<file path="config.mk">
export PLATFORM = sky130hd
export DESIGN_NAME = fpioc_cell
export DESIGN_NICKNAME = d
export VERILOG_FILES = /design/src/inc/fpioc_pkg.sv /design/src/core/fpioc_cell.sv
export SDC_FILE = /design/constraint.sdc
export NUM_CORES = 1
export LEC_CHECK = 0
export ABC_AREA = 1
export BUFFER_PORTS_ARGS = -buffer_cell sky130_fd_sc_hd__buf_2
export CAP_MARGIN = 20
export CORE_ASPECT_RATIO = 1.75
export CORE_UTILIZATION = 52
export CTS_CLUSTER_DIAMETER = 40
export DETAILED_ROUTE_END_ITERATION = 6
export PLACE_DENSITY = 0.84
export SYNTH_ARGS = -nofsm -noshare
export SYNTH_HDL_FRONTEND = slang
export SYNTH_SLANG_ARGS = --single-unit
</file>
<file path="constraint.sdc">
create_clock -name clk_sys_in -period 1.7 [get_ports clk_sys_in]
set_clock_uncertainty 0.2 [all_clocks]
set_input_delay 0.34 -clock clk_sys_in [delete_from_list [all_inputs] [get_ports clk_sys_in]]
set_output_delay 0.34 -clock clk_sys_in [all_outputs]
set_load 0.03 [all_outputs]
</file>
<file path="src/inc/fpioc_pkg.sv">
// constants, register map and types for the pin i/o logic cell
package fpioc_pkg;

  // register byte offsets on the wishbone slave
  localparam logic [7:0]  FPIOC_ADR_CTRL   = 8'h00;
  localparam logic [7:0]  FPIOC_ADR_STAT   = 8'h04;
  localparam logic [7:0]  FPIOC_ADR_SER_TX = 8'h08;
  localparam logic [7:0]  FPIOC_ADR_SER_RX = 8'h0C;

  // values after reset
  localparam logic [15:0] FPIOC_CTRL_RST   = 16'h0000;
  localparam logic [3:0]  FPIOC_SER_RST    = 4'h0;

  // serializer ratio 1:4, last slot index of a word
  localparam logic [1:0]  FPIOC_SER_LAST   = 2'h3;

  // status register bit positions
  localparam int          FPIOC_ST_PAD     = 0;
  localparam int          FPIOC_ST_CORE_LO = 1;
  localparam int          FPIOC_ST_CORE_HI = 2;
  localparam int          FPIOC_ST_OE      = 3;
  localparam int          FPIOC_ST_ALT     = 4;
  localparam int          FPIOC_ST_BUSY    = 5;

  typedef enum logic [1:0] {
    FPIOC_IN     = 2'h0,
    FPIOC_OUT    = 2'h1,
    FPIOC_BIDIR  = 2'h3,
    FPIOC_CLKOUT = 2'h2
  } fpioc_mode_t;

  typedef enum logic [1:0] {
    FPIOC_DUAL_EDGE_IO_NORMAL = 2'h0,
    FPIOC_DUAL_EDGE_IO_RESYNC = 2'h1,
    FPIOC_DUAL_EDGE_IO_PIPE   = 2'h3
  } fpioc_dual_edge_io_t;

  // control register layout, bit 15 down to bit 0
  typedef struct packed {
    logic        pin_used;
    logic        serdes_en;
    logic        pull_down_sel;
    logic        alt_sel;
    fpioc_dual_edge_io_t dual_edge_io_kind;
    logic        dual_edge_io;
    logic        out_invert;
    logic        oe_edge_fall;
    logic        out_edge_fall;
    logic        in_edge_fall;
    logic        oe_reg_en;
    logic        out_reg_en;
    logic        in_reg_en;
    fpioc_mode_t mode;
  } fpioc_cfg_t;

endpackage

</file>
<file path="src/core/fpioc_cell.sv">
// pin i/o logic cell: capture, drive, drive-enable, alternate and pulls
// Summary of operation
// input mode enables only receive path, direct or through capture register
// registered receive path clocked by input clock, chosen edge
// registered input data reaches core only from capture register
// alternate input bypasses every capture register
// alternate input feeds another block, not through core interface
// dual-edge input: rise and fall registers give two streams
// output mode enables only drive path, output clock on chosen edge
// output register holds core values before the pad
// option inverts output register value toward the pad
// dual-edge output: rise and fall registers merged into one stream
// bidirectional mode: receive, drive, enable paths all active
// bidirectional: input clock for input, output clock for out and enable
// each register has its own edge polarity
// receive and drive registering chosen independently
// drive-enable register switches the pad output buffer
// clock-output mode forwards core clock tree to the pad
// weak pull-up on every pin during configuration
// unused pins in user mode: tristated with weak pull-up
// unused pin pull can be changed to weak pull-down
// high-speed cell offers 1:4 serializer/deserializer, full rate only
// dual-edge: first bit rising sample, second bit falling sample
// resync and pipeline variants present both bits on rising edge
// inactive drive-enable releases the pad whatever the data
// core gives dual-edge output bits one output-clock cycle ahead
//
// Implementation choices: the Wishbone slave port and the register offsets.
`timescale 1ns/1ps
module fpioc_cell #(
  parameter bit FPIOC_HIGH_SPEED = 1'b1
) (
  input  wire logic        clk_sys_in,
  input  wire logic        rst_n_in,
  input  wire logic        wb_cyc_in,
  input  wire logic        wb_stb_in,
  input  wire logic        wb_we_in,
  input  wire logic [7:0]  wb_adr_in,
  input  wire logic [3:0]  wb_sel_in,
  input  wire logic [31:0] wb_dat_in,
  output logic      [31:0] wb_dat_out,
  output logic             wb_ack_out,
  input  wire logic        cfg_busy_in,
  input  wire logic        in_clk_in,
  input  wire logic        out_clk_in,
  input  wire logic        clk_tree_in,
  input  wire logic [1:0]  core_out_in,
  input  wire logic        core_oe_in,
  output logic      [1:0]  core_in_out,
  output logic             alt_out,
  input  wire logic        pad_in,
  output logic             pad_out_out,
  output logic             pad_oe_out,
  output logic             pull_up_out,
  output logic             pull_down_out
);

  fpioc_pkg::fpioc_cfg_t cfg;
  logic [3:0]  ser_tx;
  logic [3:0]  ser_rx;
  logic        in_clk_q;
  logic        out_clk_q;
  logic        tree_q;
  logic        in_cap;
  logic        rise_cap;
  logic        fall_cap;
  logic [1:0]  rs_pair;
  logic [1:0]  pl_pair;
  logic        out_q;
  logic        d_rise;
  logic        d_fall_hold;
  logic        d_fall;
  logic        oe_q;
  logic [3:0]  tx_hold;
  logic        ser_bit;
  logic [1:0]  tx_cnt;
  logic [3:0]  rx_shift;
  logic [1:0]  rx_cnt;

  // clock edges seen on the system clock; the core clocks are slow enough
  // to be sampled, so one cycle of latency is the price for a single domain
  wire in_rise   = in_clk_in & ~in_clk_q;
  wire in_fall   = ~in_clk_in & in_clk_q;
  wire out_rise  = out_clk_in & ~out_clk_q;
  wire out_fall  = ~out_clk_in & out_clk_q;
  wire in_edge   = cfg.in_edge_fall ? in_fall : in_rise;
  wire out_edge  = cfg.out_edge_fall ? out_fall : out_rise;
  wire oe_edge   = cfg.oe_edge_fall ? out_fall : out_rise;

  wire user_mode = ~cfg_busy_in;
  wire live      = user_mode & cfg.pin_used;
  wire rx_on     = live & (cfg.mode == fpioc_pkg::FPIOC_IN |
                           cfg.mode == fpioc_pkg::FPIOC_BIDIR);
  wire tx_on     = live & (cfg.mode == fpioc_pkg::FPIOC_OUT |
                           cfg.mode == fpioc_pkg::FPIOC_BIDIR);
  wire clk_on    = live & (cfg.mode == fpioc_pkg::FPIOC_CLKOUT);
  wire serdes_on = cfg.serdes_en & FPIOC_HIGH_SPEED;

  // wishbone decode
  wire wb_req    = wb_cyc_in & wb_stb_in & ~wb_ack_out;
  wire wb_wr     = wb_req & wb_we_in;
  wire hit_ctrl  = wb_adr_in == fpioc_pkg::FPIOC_ADR_CTRL;
  wire hit_stat  = wb_adr_in == fpioc_pkg::FPIOC_ADR_STAT;
  wire hit_tx    = wb_adr_in == fpioc_pkg::FPIOC_ADR_SER_TX;
  wire hit_rx    = wb_adr_in == fpioc_pkg::FPIOC_ADR_SER_RX;

  logic [15:0] next_ctrl;
  always_comb begin
    next_ctrl = cfg;
    if (wb_wr && hit_ctrl && wb_sel_in[0]) begin
      next_ctrl[7:0] = wb_dat_in[7:0];
    end
    if (wb_wr && hit_ctrl && wb_sel_in[1]) begin
      next_ctrl[15:8] = wb_dat_in[15:8];
    end
  end

  wire [5:0] stat_word = {cfg_busy_in, alt_out, pad_oe_out,
                          core_in_out, pad_in};

  wire [31:0] next_rdata =
    hit_ctrl ? {16'h0000, cfg} :
    hit_stat ? {26'h0000000, stat_word} :
    hit_tx   ? {28'h0000000, ser_tx} :
    hit_rx   ? {28'h0000000, ser_rx} : 32'h00000000;

  always_ff @(posedge clk_sys_in or negedge rst_n_in) begin
    if (!rst_n_in) begin
      cfg        <= fpioc_pkg::fpioc_cfg_t'(fpioc_pkg::FPIOC_CTRL_RST);
      ser_tx     <= fpioc_pkg::FPIOC_SER_RST;
      wb_ack_out <= 1'b0;
      wb_dat_out <= 32'h00000000;
    end else begin
      cfg        <= fpioc_pkg::fpioc_cfg_t'(next_ctrl);
      wb_ack_out <= wb_req;
      if (wb_req) begin
        wb_dat_out <= next_rdata;
      end
      if (wb_wr && hit_tx && wb_sel_in[0]) begin
        ser_tx <= wb_dat_in[3:0];
      end
    end
  end

  // receive path registers
  always_ff @(posedge clk_sys_in or negedge rst_n_in) begin
    if (!rst_n_in) begin
      in_clk_q <= 1'b0;
      in_cap   <= 1'b0;
      rise_cap <= 1'b0;
      fall_cap <= 1'b0;
      rs_pair  <= 2'h0;
      pl_pair  <= 2'h0;
      rx_shift <= 4'h0;
      rx_cnt   <= 2'h0;
      ser_rx   <= fpioc_pkg::FPIOC_SER_RST;
    end else begin
      in_clk_q <= in_clk_in;
      if (in_edge) begin
        in_cap <= pad_in;
      end
      if (in_rise) begin
        rise_cap <= pad_in;
        rs_pair  <= {fall_cap, rise_cap};
        pl_pair  <= rs_pair;
      end
      if (in_fall) begin
        fall_cap <= pad_in;
      end
      if (in_rise && serdes_on) begin
        rx_shift <= {pad_in, rx_shift[3:1]};
        rx_cnt   <= rx_cnt + 2'h1;
        if (rx_cnt == fpioc_pkg::FPIOC_SER_LAST) begin
          ser_rx <= {pad_in, rx_shift[3:1]};
        end
      end
    end
  end

  // drive and drive-enable registers, all on the output clock
  always_ff @(posedge clk_sys_in or negedge rst_n_in) begin
    if (!rst_n_in) begin
      out_clk_q   <= 1'b0;
      tree_q      <= 1'b0;
      out_q       <= 1'b0;
      d_rise      <= 1'b0;
      d_fall_hold <= 1'b0;
      d_fall      <= 1'b0;
      oe_q        <= 1'b0;
      tx_hold     <= 4'h0;
      ser_bit     <= 1'b0;
      tx_cnt      <= 2'h0;
    end else begin
      out_clk_q <= out_clk_in;
      tree_q    <= clk_tree_in;
      if (out_edge) begin
        out_q <= core_out_in[0];
      end
      if (oe_edge) begin
        oe_q <= core_oe_in;
      end
      if (out_rise) begin
        d_rise      <= core_out_in[0];
        d_fall_hold <= core_out_in[1];
      end
      if (out_fall) begin
        d_fall <= d_fall_hold;
      end
      if (out_rise && serdes_on) begin
        tx_cnt  <= tx_cnt + 2'h1;
        ser_bit <= (tx_cnt == 2'h0) ? ser_tx[0] : tx_hold[tx_cnt];
        if (tx_cnt == 2'h0) begin
          tx_hold <= ser_tx;
        end
      end
    end
  end

  // receive value toward the core
  logic [1:0] next_core_in;
  always_comb begin
    next_core_in = 2'h0;
    if (rx_on && cfg.dual_edge_io) begin
      case (cfg.dual_edge_io_kind)
        fpioc_pkg::FPIOC_DUAL_EDGE_IO_RESYNC: next_core_in = rs_pair;
        fpioc_pkg::FPIOC_DUAL_EDGE_IO_PIPE:   next_core_in = pl_pair;
        default: next_core_in = {fall_cap, rise_cap};
      endcase
    end else if (rx_on && cfg.in_reg_en) begin
      next_core_in = {1'b0, in_cap};
    end else if (rx_on) begin
      next_core_in = {1'b0, pad_in};
    end
  end

  // drive value and enable; the register inversion applies to stored data
  wire out_reg_val = cfg.out_invert ? ~out_q : out_q;
  wire ddr_val     = out_clk_q ? d_rise : d_fall;
  wire sdr_val     = cfg.out_reg_en ? out_reg_val : core_out_in[0];
  wire data_val    = serdes_on        ? ser_bit :
                     cfg.dual_edge_io ? ddr_val : sdr_val;
  wire oe_val      = cfg.oe_reg_en ? oe_q : core_oe_in;

  logic next_oe;
  logic next_pad;
  always_comb begin
    next_oe  = 1'b0;
    next_pad = 1'b0;
    if (clk_on) begin
      next_oe  = 1'b1;
      next_pad = tree_q;
    end else if (tx_on && cfg.mode == fpioc_pkg::FPIOC_OUT) begin
      next_oe  = 1'b1;
      next_pad = data_val;
    end else if (tx_on) begin
      next_oe  = oe_val;
      next_pad = oe_val & data_val;
    end
  end

  always_ff @(posedge clk_sys_in or negedge rst_n_in) begin
    if (!rst_n_in) begin
      core_in_out   <= 2'h0;
      alt_out       <= 1'b0;
      pad_oe_out    <= 1'b0;
      pad_out_out   <= 1'b0;
      pull_up_out   <= 1'b1;
      pull_down_out <= 1'b0;
    end else begin
      core_in_out   <= next_core_in;
      // one sampling stage only, never a capture register
      alt_out       <= live & cfg.alt_sel & pad_in;
      pad_oe_out    <= next_oe;
      pad_out_out   <= next_pad;
      pull_up_out   <= cfg_busy_in |
                       (~cfg.pin_used & ~cfg.pull_down_sel);
      pull_down_out <= user_mode & ~cfg.pin_used &
                       cfg.pull_down_sel;
    end
  end
endmodule

</file>
==> run summary, run 1 <==
The run finished with clean final reports. Dividing the detail-routed via count by the number of cells gives 5.20. Traced cell by cell, the critical path runs through nor2_4 > nand3_4 > clkinv_2 > nand2_2 > nor2_1 > a21oi_2.

The cell sitting at the root of the clock tree is a clkbuf_16. The wire-length estimate of the detail-placed layout is 5990 µm. The remaining routing DRC violations is 0, and the relative contribution of sequential cells to total power is 0.433. The number of clock sinks came out at 75. The number of hold violations in the final report was 0; the clock latency on the worst-skew pair was 340 ps. Cell internal power was estimated by the tool at 3650 µW. The via count of the first global-routing pass is 3015. The total wire length was 8190 µm; the accumulated negative setup slack was 0 ps. TritonCTS built the clock tree. Final instance count without filler cells: 577. The net count of the finished layout is 552.

The CTS H-tree depth was 3. The mapped netlist covers 3540 µm². Initial core utilization: 0.541.

The tools report the kind of end point of the critical path as a flip-flop. The final routed wire length divided by cell count works out to 14.2 µm. For this run, the number of Yosys warnings is 0.

The die covers 7150 µm². In this run the count of I/O pins placed on the die edge is 97. Setup repair after global routing left no endpoint under its margin. The path class of the tightest hold or removal check is primary input to flip-flop.

By startpoint and endpoint, the worst setup path is classified as flip-flop to flip-flop. Max-cap violations in this run came to 0. In this run the mean area of a mapped cell was 8.74 µm².

The synthesized netlist contains 29 unique library cells. The run gives 0.00237 µW as the leakage power summed over all cells. Subtracting the final worst setup slack from the clock period gives 1600 ps. The routed layout has 3001 vias. The die is 64.4 µm wide. Static timing analysis puts the maximum clock frequency at 0.625 GHz. The clock slew at the register clock pins of the worst setup and hold paths was 60 ps.

Counting instances, the worst hold path has a depth of 3. The reported net switching power came out at 1220 µW. The slack of the worst reg-to-reg path was 100 ps. The run gives 144 as the violation count after the first detailed-route iteration. Input and output buffers added on the ports amount to 62. The fraction of registers with async set/reset is 1.00.

Counting the fill cells in the layout gives 524. The post-synthesis sequential element count is 75. The share of power burned in combinational logic is 0.129, and the fraction of the yosys area taken by sequential cells is 0.531.

In this run, placement finished with an instance count of 556. The total routing resource utilization after global routing is 0.254. STA classifies the critical path startpoint as a flip-flop. The first global-routing pass estimated 13500 µm of wire. At the worst endpoint, the arrival time is 1620 ps.

The clock network power share is 0.438, and the count of nets left with antenna violations after detail routing is 0. The overflow left after global routing is 0. The tools report the number of buffers created by CTS as 9.

The region available for standard cell placement spans 6540 µm². The synthesis-to-finish area growth was 23.3%. By area the synthesized netlist is led by dfrtp_1 52%, nand2_1 12%, o21ai_0 5.0%, inv_1 4.8%, nand3_1 4.7%.

Maximum fanout along the worst path: 12. Count of flip-flops with a built-in enable after synthesis: 0. The worst-case IR drop observed on VDD is 0.000835 V. At the worst endpoint, the required time is 1720 ps.

Measured in cells, the most critical reg-to-reg path has a length of 6. The longest clock path from root to sink contains 2 buffers. The net switching fraction of the power works out to 0.250. The largest stage delay on the critical path is 400 ps, and the vertical extent of the die is 111 µm.

The number of setup buffers added after CTS came out at 0. The share of post-route cells with drive strength above 1 was 0.255; the placer congestion estimate was 0.891. The post-synthesis cell type with the largest combined area was dfrtp_1. The commonest cells after synthesis are 110 x nand2_1, 74 x dfrtp_1, 45 x inv_1. The run gives 0 as the max-slew violation count. Among all stages on the critical path, the largest delay is contributed by dfrtp_1. The run gives 0 as the number of antenna violations at the first check in global routing.

The length of the first detailed-routing pass in iterations was 4; the share of the synthesized area in the top cell type was 0.523. The primary flip-flop cell chosen by synthesis mapping is dfrtp_1. Among all cell types in the netlist, the one instantiated most often is nand2_1.

Registers take 1880 µm². The cell count after synthesis came out at 405. Entering global routing, the biggest net connects 27 pins.

0 antenna diodes ended up in the layout. The final core utilization was 0.667; the final clock period utilization by the worst path was 0.942. The power density relative to cell area was 1110 nW/µm². Setup violations remaining at the end of the flow were counted as 0. For the area taken by multi-input logic gates, the log shows 1380 µm². The run gives 39 as the number of placement rows.
==> registers in the layout (all words and copies together) (netlist names), 2 cells and up <==
register	flops
tx_cnt	2
cfg	15
ser_rx	4
ser_tx	4
core_in_out	2
rx_shift	3
wb_dat_out	16
rs_pair	2
tx_hold	4
pl_pair	2
rx_cnt	2
==> cell usage in the layout (no fill, tap or decap) <==
master / n
a21oi_1: 10
a21oi_2: 10
buf_12: 1
buf_2: 62
buf_4: 15
bufinv_16: 3
clkbuf_1: 1
clkbuf_16: 9
clkinv_2: 4
conb_1: 16
dfrtp_1: 74
dfstp_2: 1
dlygate4sd3_1: 5
ha_1: 5
inv_1: 45
inv_2: 1
mux2_2: 1
nand2_1: 108
nand2_2: 4
nand2_4: 1
nand3_1: 33
nand3_2: 1
nand3_4: 1
nand4_1: 1
nor2_1: 19
nor2_2: 8
nor2_4: 4
nor3_1: 2
o211ai_1: 7
o21ai_0: 35
o31ai_1: 6
xor2_1: 2
==> what timing repair did <==
item | 4_1_cts | 5_1_grt
setup endpoints to repair | 0 | 6
hold endpoints to repair | 15 | 0
hold buffers | 5 | 0
resized for setup | 0 | 3
==> path summary, 6_finish.rpt <==
check / start / to
max: wb_ack_out / cfg[0]
min: core_out_in[1] / d_fall_hold
max reg2reg: wb_ack_out / cfg[0]
min reg2reg: cfg[13] / pull_up_out
max in group asynchronous: rst_n_in / pull_up_out
min in group asynchronous: rst_n_in / tx_cnt[0]
==> cells by family (layout without fill, tap and decap cells) <==
| logic type | Yosys count | after routing | synth area share |
|---|---|---|---|
| buffers and inverters | 71 | 146 | 0.0983 |
| AO/OA/AOI/OAI | 68 | 68 | 0.116 |
| other | 1 | 16 | 0.00106 |
| multiplexers | 1 | 1 | 0.00318 |
| adder cells (fa/ha/maj) | 5 | 5 | 0.0177 |
| AND/OR/NAND/NOR | 182 | 182 | 0.228 |
| flip-flops | 75 | 75 | 0.531 |
| XOR/XNOR | 2 | 2 | 0.00495 |
==> layout make-up <==
class,instances,area share
Sequential cell,75,0.430
Multi-Input combinational cell,274,0.316
Timing Repair Buffer,83,0.113
Clock buffer,10,0.0525
Inverter,47,0.0407
Clock inverter,6,0.0241
Tap cell,82,0.0235
==> power groups by stage <==
stage	clock [µW]	sequential (µW)	combinational, µW
floorplan	0	2110	411
finish	2130	2100	626
global route	2230	2120	713
CTS	2150	2110	623
global placement	0	2120	559
detailed placement	0	2130	605
==> metal layers <==
layer / track usage / wire length [µm]
met4: 0.172 / 411
met5: 0 / 0
met2: 0.451 / 4570
met1: 0.258 / 2930
met3: 0.0494 / 280
==> critical path: cells and delay by family (launching register included) <==
family	cells	cell delay, ps
flops	1	400
simple gates	4	730
buf+inv	1	110
compound gates	1	40
==> stage by stage <==
step	hold slack [ps]	setup WS, ps	instance area, µm²	power [µW]
6_report	14.4	99.1	4360	4860
5_1_grt	31.7	2.29	4360	5070
3_5_place_dp	82.0	5.92	3970	2740
2_1_floorplan	-156	66.9	3590	2520
3_3_place_gp	84.2	42.2	3970	2680
4_1_cts	9.05	80.7	4350	4880
No activity file was read; power rests on OpenSTA's default activity.
==> run 2, diff against run 1 <==
- BUFFER_PORTS_ARGS: -buffer_cell sky130_fd_sc_hd__buf_2 -> -buffer_cell sky130_fd_sc_hd__buf_4
==> run 2 against run 1 <==
Combinational power is 4.2% higher; first-iteration DRC count is 51% higher; register-to-register slack gained 30 ps; setup slack got worse by 12 ps; fmax decreased by 0.72%; highest routed layer unchanged; utilization grew 2.0 points; worst hold slack improved by 21 ps; final cell count shrank 0.52%; critical endpoint is now pad_out_out; critical path depth rose by 3; via count fell by 1.0%; largest power group is now sequential cells.
==> run summary, run 2 (synthesis results as in run 1) <==
The final clock period utilization by the worst path was 0.949. TritonCTS built the clock tree. Clock-pin slew was measured on the worst setup and hold paths at 50 ps. Before antenna repair, the detailed router went through 4 iterations. Max-slew violation count: 0. Share of power burned in combinational logic: 0.141. The minimum clock period after layout is 1610 ps. The via count of the first global-routing pass was 3050. Across the VDD grid, the largest voltage drop is 0.00134 V.

The chip width is 64.4 µm, and the number of buffers between clock root and the deepest sink is 2. The number of hold violations in the final report was 0. The final routed wire length divided by cell count is 14.1 µm, and the placed wire-length estimate after detailed placement is 5990 µm.

Walking the worst path, the cells encountered are dlygate4sd3_1 > buf_4 > inv_1 > nand2_2 > nor2_2 > o21ai_0 > nor2_1 > nand2_1 > nand2_1. The number of placement rows came out at 39. Cell occurring most often along the worst timing path: nand2_1. The max capacitance violation total was 0.

The tools report the overflow left after global routing as 0. The worst register-to-register path begins at wb_ack_out. In this run the power density over the cells is 1030 nW/µm².

The routed design has 8110 µm of wire. The remaining routing DRC violations was 0. The top-level port count is 97, and the final core utilization is 0.687. For the clock network power share, the log shows 0.405.

CTS saw 75 sinks. Maximum frequency from static timing analysis: 0.620 GHz. The number of flip-flops under the largest register name was 16; the ratio of routed vias to standard cells was 5.17.

The floorplan die area was 7150 µm²; the number of stages on the worst hold path was 3. The congestion estimate from routability-driven global placement came to 0.911. The category of the critical setup timing path is primary input to flip-flop.

The largest stage delay on the critical path is 530 ps, and the number of cell instances on the worst register-to-register path is 6. Relative contribution of sequential cells to total power: 0.454. From bottom edge to top edge, the die measures 111 µm. The core region is 6540 µm². Data arrival time of the critical path: 1670 ps.

For this run, the post-layout net count is 549. The run gives 3 as the CTS H-tree depth. In this run the most critical hold path is launched from core_out_in[1]. The internal power of the cells totals 3460 µW. The first global-routing pass estimated 13700 µm of wire. After detailed placement, the total cell area comes to 4130 µm².

The logs give 217 for the violation count after the first detailed-route iteration and 4490 µm² for the post-route standard cell area excluding fillers. The flow ran to the end, and the final reports show no timing, DRC or antenna violations. The analysis attributes to cell leakage a power of 0.00239 µW. The number of antenna violations at the first check in global routing is 0. The worst hold path terminates at d_fall_hold. The analysis attributes to net switching a power of 1160 µW. STA classifies the critical path startpoint as a primary input. The clock latency on the worst-skew pair is 330 ps.

The tools report the endpoint of the lowest-slack register-to-register path as cfg[12]. The share of post-route cells with drive strength above 1 came out at 0.250. The worst-path cell with the longest stage delay was dlygate4sd3_1. Setup violations remaining at the end of the flow were counted as 0. The class of the worst hold path was primary input to flip-flop. The tree is rooted in a clkbuf_16. At the worst endpoint, the required time is 1760 ps.

The total via count in the routed design came out at 2970. The tools report the initial core utilization as 0.541. The repair_antennas step left the layout with diodes totalling 0. Setup repair after global routing left no endpoint under its margin. The most common cell after layout, fill and taps aside is nand2_1. The net switching fraction of the power works out to 0.251. The largest registers in the layout are wb_dat_out x16, cfg x15. The run gives 0.252 as the total routing resource utilization after global routing.

The worst setup path is captured at a flip-flop. In the layout the commonest cells are 108 x nand2_1, 74 x dfrtp_1, 72 x buf_4. During placement, the flow inserted port buffers numbering 62. wb_dat_out holds more flip-flops than any other register. Number of buffers created by CTS: 9.

The count of nets left with antenna violations after detail routing was 0. The area growth from synthesis to layout is 27.0%. The maximum fanout along the worst path works out to 4. Entering global routing, the biggest net connects 27 pins. The worst register-to-register path has a setup slack of 130 ps.
[run 2: power groups by stage]
stage          clock (µW)  sequential (µW)  combinational [µW]
2_1_floorplan           0             2110                 411
3_3_place_gp            0             2120                 591
3_5_place_dp            0             2130                 629
4_1_cts              1890             2100                 644
5_1_grt              1980             2120                 747
6_report             1870             2100                 652
[run 2: area by class of cell]
type | count | area, µm²
multi-input combinational | 274 | 1390
clock buffer | 14 | 264
tap | 82 | 103
sequential | 75 | 1880
clock inverter | 2 | 35.0
fill | 516 | 2040
timing repair buffer | 80 | 651
inverter | 47 | 178
[run 2: how the worst max path moves through the flow]
stage | start | endpoint | slack (ps) | cells after the start
global route | out_clk_q | tx_hold[1] | 1 | 8
floorplan | wb_ack_out | serdes_on | 70 | 7
CTS | wb_ack_out | cfg[0] | 50 | 6
detailed placement | wb_cyc_in | cfg[0] | -20 | 8
global placement | wb_cyc_in | cfg[0] | 30 | 8
finish | cfg_busy_in | pad_out_out | 90 | 9
[run 2: layer usage]
layer / GRT usage / up-vias / share of wire / wire (µm)
met2: 0.454 / 101 / 0.57 / 4590
met4: 0.121 / 0 / 0.037 / 301
met1: 0.273 / 1403 / 0.35 / 2870
li1: - / 1438 / - / -
met5: 0 / - / 0 / 0
met3: 0.0504 / 28 / 0.043 / 346
[run 2: per-stage QoR]
| step | worst slack, ps | total power, µW | hold WS, ps | TNS [ps] | std cells |
|---|---|---|---|---|---|
| floorplan | 66.9 | 2520 | -156 | 0 | 420 |
| finish | 87.4 | 4630 | 35.8 | 0 | 574 |
| CTS | 50.8 | 4640 | 33.5 | 0 | 574 |
| detailed placement | -22.3 | 2760 | 88.0 | -23.0 | 553 |
| global placement | 29.4 | 2710 | 80.5 | 0 | 553 |
| global route | 1.24 | 4850 | 42.7 | 0 | 574 |
[run 2: worst max-delay path, delay by kind of cell]
family / cells / cell delay, ps
buffers and inverters: 3 / 760
AND/OR/NAND/NOR: 5 / 440
AO/OA/AOI/OAI: 1 / 130
[run 2: timing repair]
item / CTS / global route
hold buffers: 5 / 0
gates resized for setup: 0 / 6
hold endpoints to repair: 26 / 0
setup endpoints to repair: 0 / 8
setup buffers: 0 / 0
==> run 3, diff against run 2 <==
- RECOVER_POWER: not set -> 25
==> run 3 against run 2 <==
Clock-buffer cell count is the same; critical endpoint unchanged; fmax grew 1.0%; final area shrank 0.14%; largest power group unchanged; register-to-register slack is essentially flat; routed wire length shrank 0.14%.
==> run summary, run 3 (synthesis results as in run 1) <==
The run finished with clean final reports. Walking the worst path, the cells encountered are dlygate4sd3_1 > clkbuf_4 > inv_1 > nand2_2 > nor2_2 > o21ai_0 > nor2_1 > nand2_1 > nand2_1. The ratio of routed vias to standard cells was 5.18. Across all layers, the routed design uses 2972 vias.

The reported net switching power is 1160 µW. The critical path is of the primary input to flip-flop type. The register with the most flip-flops in the layout has 16 of them.

Initial core utilization: 0.541. The floorplan has 39 rows. The cell occurring most often along the worst timing path is nand2_1. For the standard cell core area, the log shows 6540 µm².

The run gives 3460 µW as the internal power component. The top-level port count is 97. Setup violations remaining at the end of the flow were counted as 0. Vertical extent of the die: 111 µm. On the final layout, the worst hold slack is 35.9 ps. The final routed wire length divided by cell count is 14.1 µm. IR analysis of the VDD net gives a maximum drop of 0.00134 V.

The root buffer cell chosen for the clock tree is clkbuf_16. The run gives 0.0504 as the global-route met3 utilization. Max-cap violations in this run came to 0. In this run, the number of DRC markers left after iteration 0 of detailed routing was 229. After detailed routing, the number of remaining DRC violations is 0.

After detailed routing, the total wire length is 8100 µm. The via count of the first global-routing pass is 3050, and the worst-margin pin slew is 764 ps. Buffers placed on the I/O ports in this run total 62. TritonCTS built the clock tree. The met1 usage in global routing is 0.273, and the share of power burned in combinational logic is 0.140.

For the required time of the critical path, the log shows 1760 ps. The net switching fraction of the power is 0.251. The floorplan step defined a die boundary enclosing 7150 µm². The first global-routing pass estimated 13700 µm of wire.

The clock network power share was 0.406. Gate family responsible for the most delay along the worst path: buffers and inverters. The setup check on the worst reg-to-reg path leaves a slack of 130 ps. The number of antenna violations at the first check in global routing was 0. For this run, the top clock speed supported by timing is 0.626 GHz. The worst path buffer plus inverter count is 3. The final clock period utilization by the worst path works out to 0.939. Leaving out filler cells and counting taps, the final layout contains 574. The share of post-route cells with drive strength above 1 works out to 0.248.

In this run the static leakage power is 0.00239 µW. The logs give 0 for the number of diodes and 0 for the overflow left after global routing. The worst slew margin relative to its limit is 0.491.

The H-tree was split into 3 levels. For the met2 routing resource usage after global routing, the log shows 0.454. The logs give 553 for the number of placed cells counting well taps and 5 for the length of the first detailed-routing pass in iterations.

The pin count of the biggest net entering global routing was 27. The number of buffers created by CTS came out at 9. For this design, the sink count on the clock tree is 75. For the worst-skew pair, the clock arrives at the later sink with an insertion delay of 330 ps. The tools report the data arrival time of the critical path as 1660 ps.

The total routing resource utilization after global routing came out at 0.252. In this run the deepest clock path goes through 2 buffers. The kind of end point of the critical path was a flip-flop.

After clock tree synthesis, the clock-pin slew on the worst setup and hold paths is 50 ps. For this design the ratio of total power to cell area is 1030 nW/µm². Relative to the synthesized area, the layout overhead comes to 26.8%.

Worst-path cell with the longest stage delay: dlygate4sd3_1. The library cell used most frequently in the layout, excluding fill and tap cells, is nand2_1. The worst setup path is launched from a primary input. The largest registers in the layout are wb_dat_out x16, cfg x15. The max-slew violation count came out at 0. Global routing's busiest layer: met2.

The final core utilization came out at 0.686. The maximum fanout along the worst path was 4; the count of nets left with antenna violations after detail routing was 0. The final-stage net count was 549; the number of inserted filler cells in the final layout was 519.

The congestion estimate from routability-driven global placement came to 0.911. The minimum clock period after layout works out to 1600 ps. For this run, the slowest stage of the critical path takes 530 ps. The register ranked first by flip-flop count was wb_dat_out. In this run the worst hold path is classified as primary input to flip-flop. Leaving out fill and tap cells, the most frequent cells in the layout are 108 x nand2_1, 74 x dfrtp_1, 68 x buf_4. Measured along the x axis, the die boundary spans 64.4 µm. The logs give 0.454 for the relative contribution of sequential cells to total power and 5990 µm for the placed wire-length estimate after detailed placement. Number of hold violations in the final report: 0.
==> run 3: cell types whose count changed in the layout (fill, tap and decap cells not counted), sizes merged <==
cell / before / now
buf: 75 / 71
clkbuf: 14 / 18
==> run 3: worst reg2reg max path: stages (launching register included) <==
cell and delay (ps):
dfrtp_1 400, nor2_4 240, nand2_2 90, nor2_4 150
nand2_4 160, nor2_1 180, a21oi_2 40
==> run 3: per-layer routing <==
metal / share of wire / vias up
li1: - / 1436
met1: 0.36 / 1412
met2: 0.57 / 97
met3: 0.038 / 27
met4: 0.038 / 0
met5: 0 / -
==> run 3: layout make-up <==
| type | instances | area, µm² | share of cell area |
|---|---|---|---|
| Sequential cell | 75 | 1880 | 0.418 |
| Multi-Input combinational cell | 274 | 1390 | 0.309 |
| Timing Repair Buffer | 80 | 644 | 0.144 |
| Clock buffer | 14 | 264 | 0.0588 |
| Inverter | 47 | 178 | 0.0396 |
| Tap cell | 82 | 103 | 0.0229 |
| Clock inverter | 2 | 35.0 | 0.00781 |
==> run 3: per-stage QoR <==
| step | TNS [ps] | setup WS (ps) | area [µm²] | power [µW] |
|---|---|---|---|---|
| floorplan | 0 | 66.9 | 3590 | 2520 |
| global placement | 0 | 29.4 | 4130 | 2710 |
| detailed placement | -23.0 | -22.3 | 4130 | 2760 |
| CTS | 0 | 50.8 | 4480 | 4640 |
| global route | -0.0812 | -0.0812 | 4490 | 4840 |
| finish | 0 | 104 | 4490 | 4620 |
==> run 3: what timing repair did <==
item,in CTS,in global routing
resized for setup,0,6
setup buffers,0,0
endpoints found under the setup margin,0,8
endpoints found under the hold margin,26,0
hold buffers,5,0
==> run 3: power groups by stage <==
stage	registers, µW	clock network [µW]	logic, µW
final	2100	1880	649
after detailed placement	2130	0	629
after floorplan	2110	0	411
after global placement	2120	0	591
after global routing	2120	1980	745
after CTS	2100	1890	644
==> run 3: final timing paths <==
kind,cells after the start,to,startpoint
setup / recovery,9,pad_out_out,cfg_busy_in
setup reg to reg,6,cfg[12],wb_ack_out
hold / removal,3,d_fall_hold,core_out_in[1]
max in group asynchronous,3,wb_dat_out[5],rst_n_in
hold reg to reg,1,pull_up_out,cfg[13]
min in group asynchronous,2,wb_dat_out[3],rst_n_in
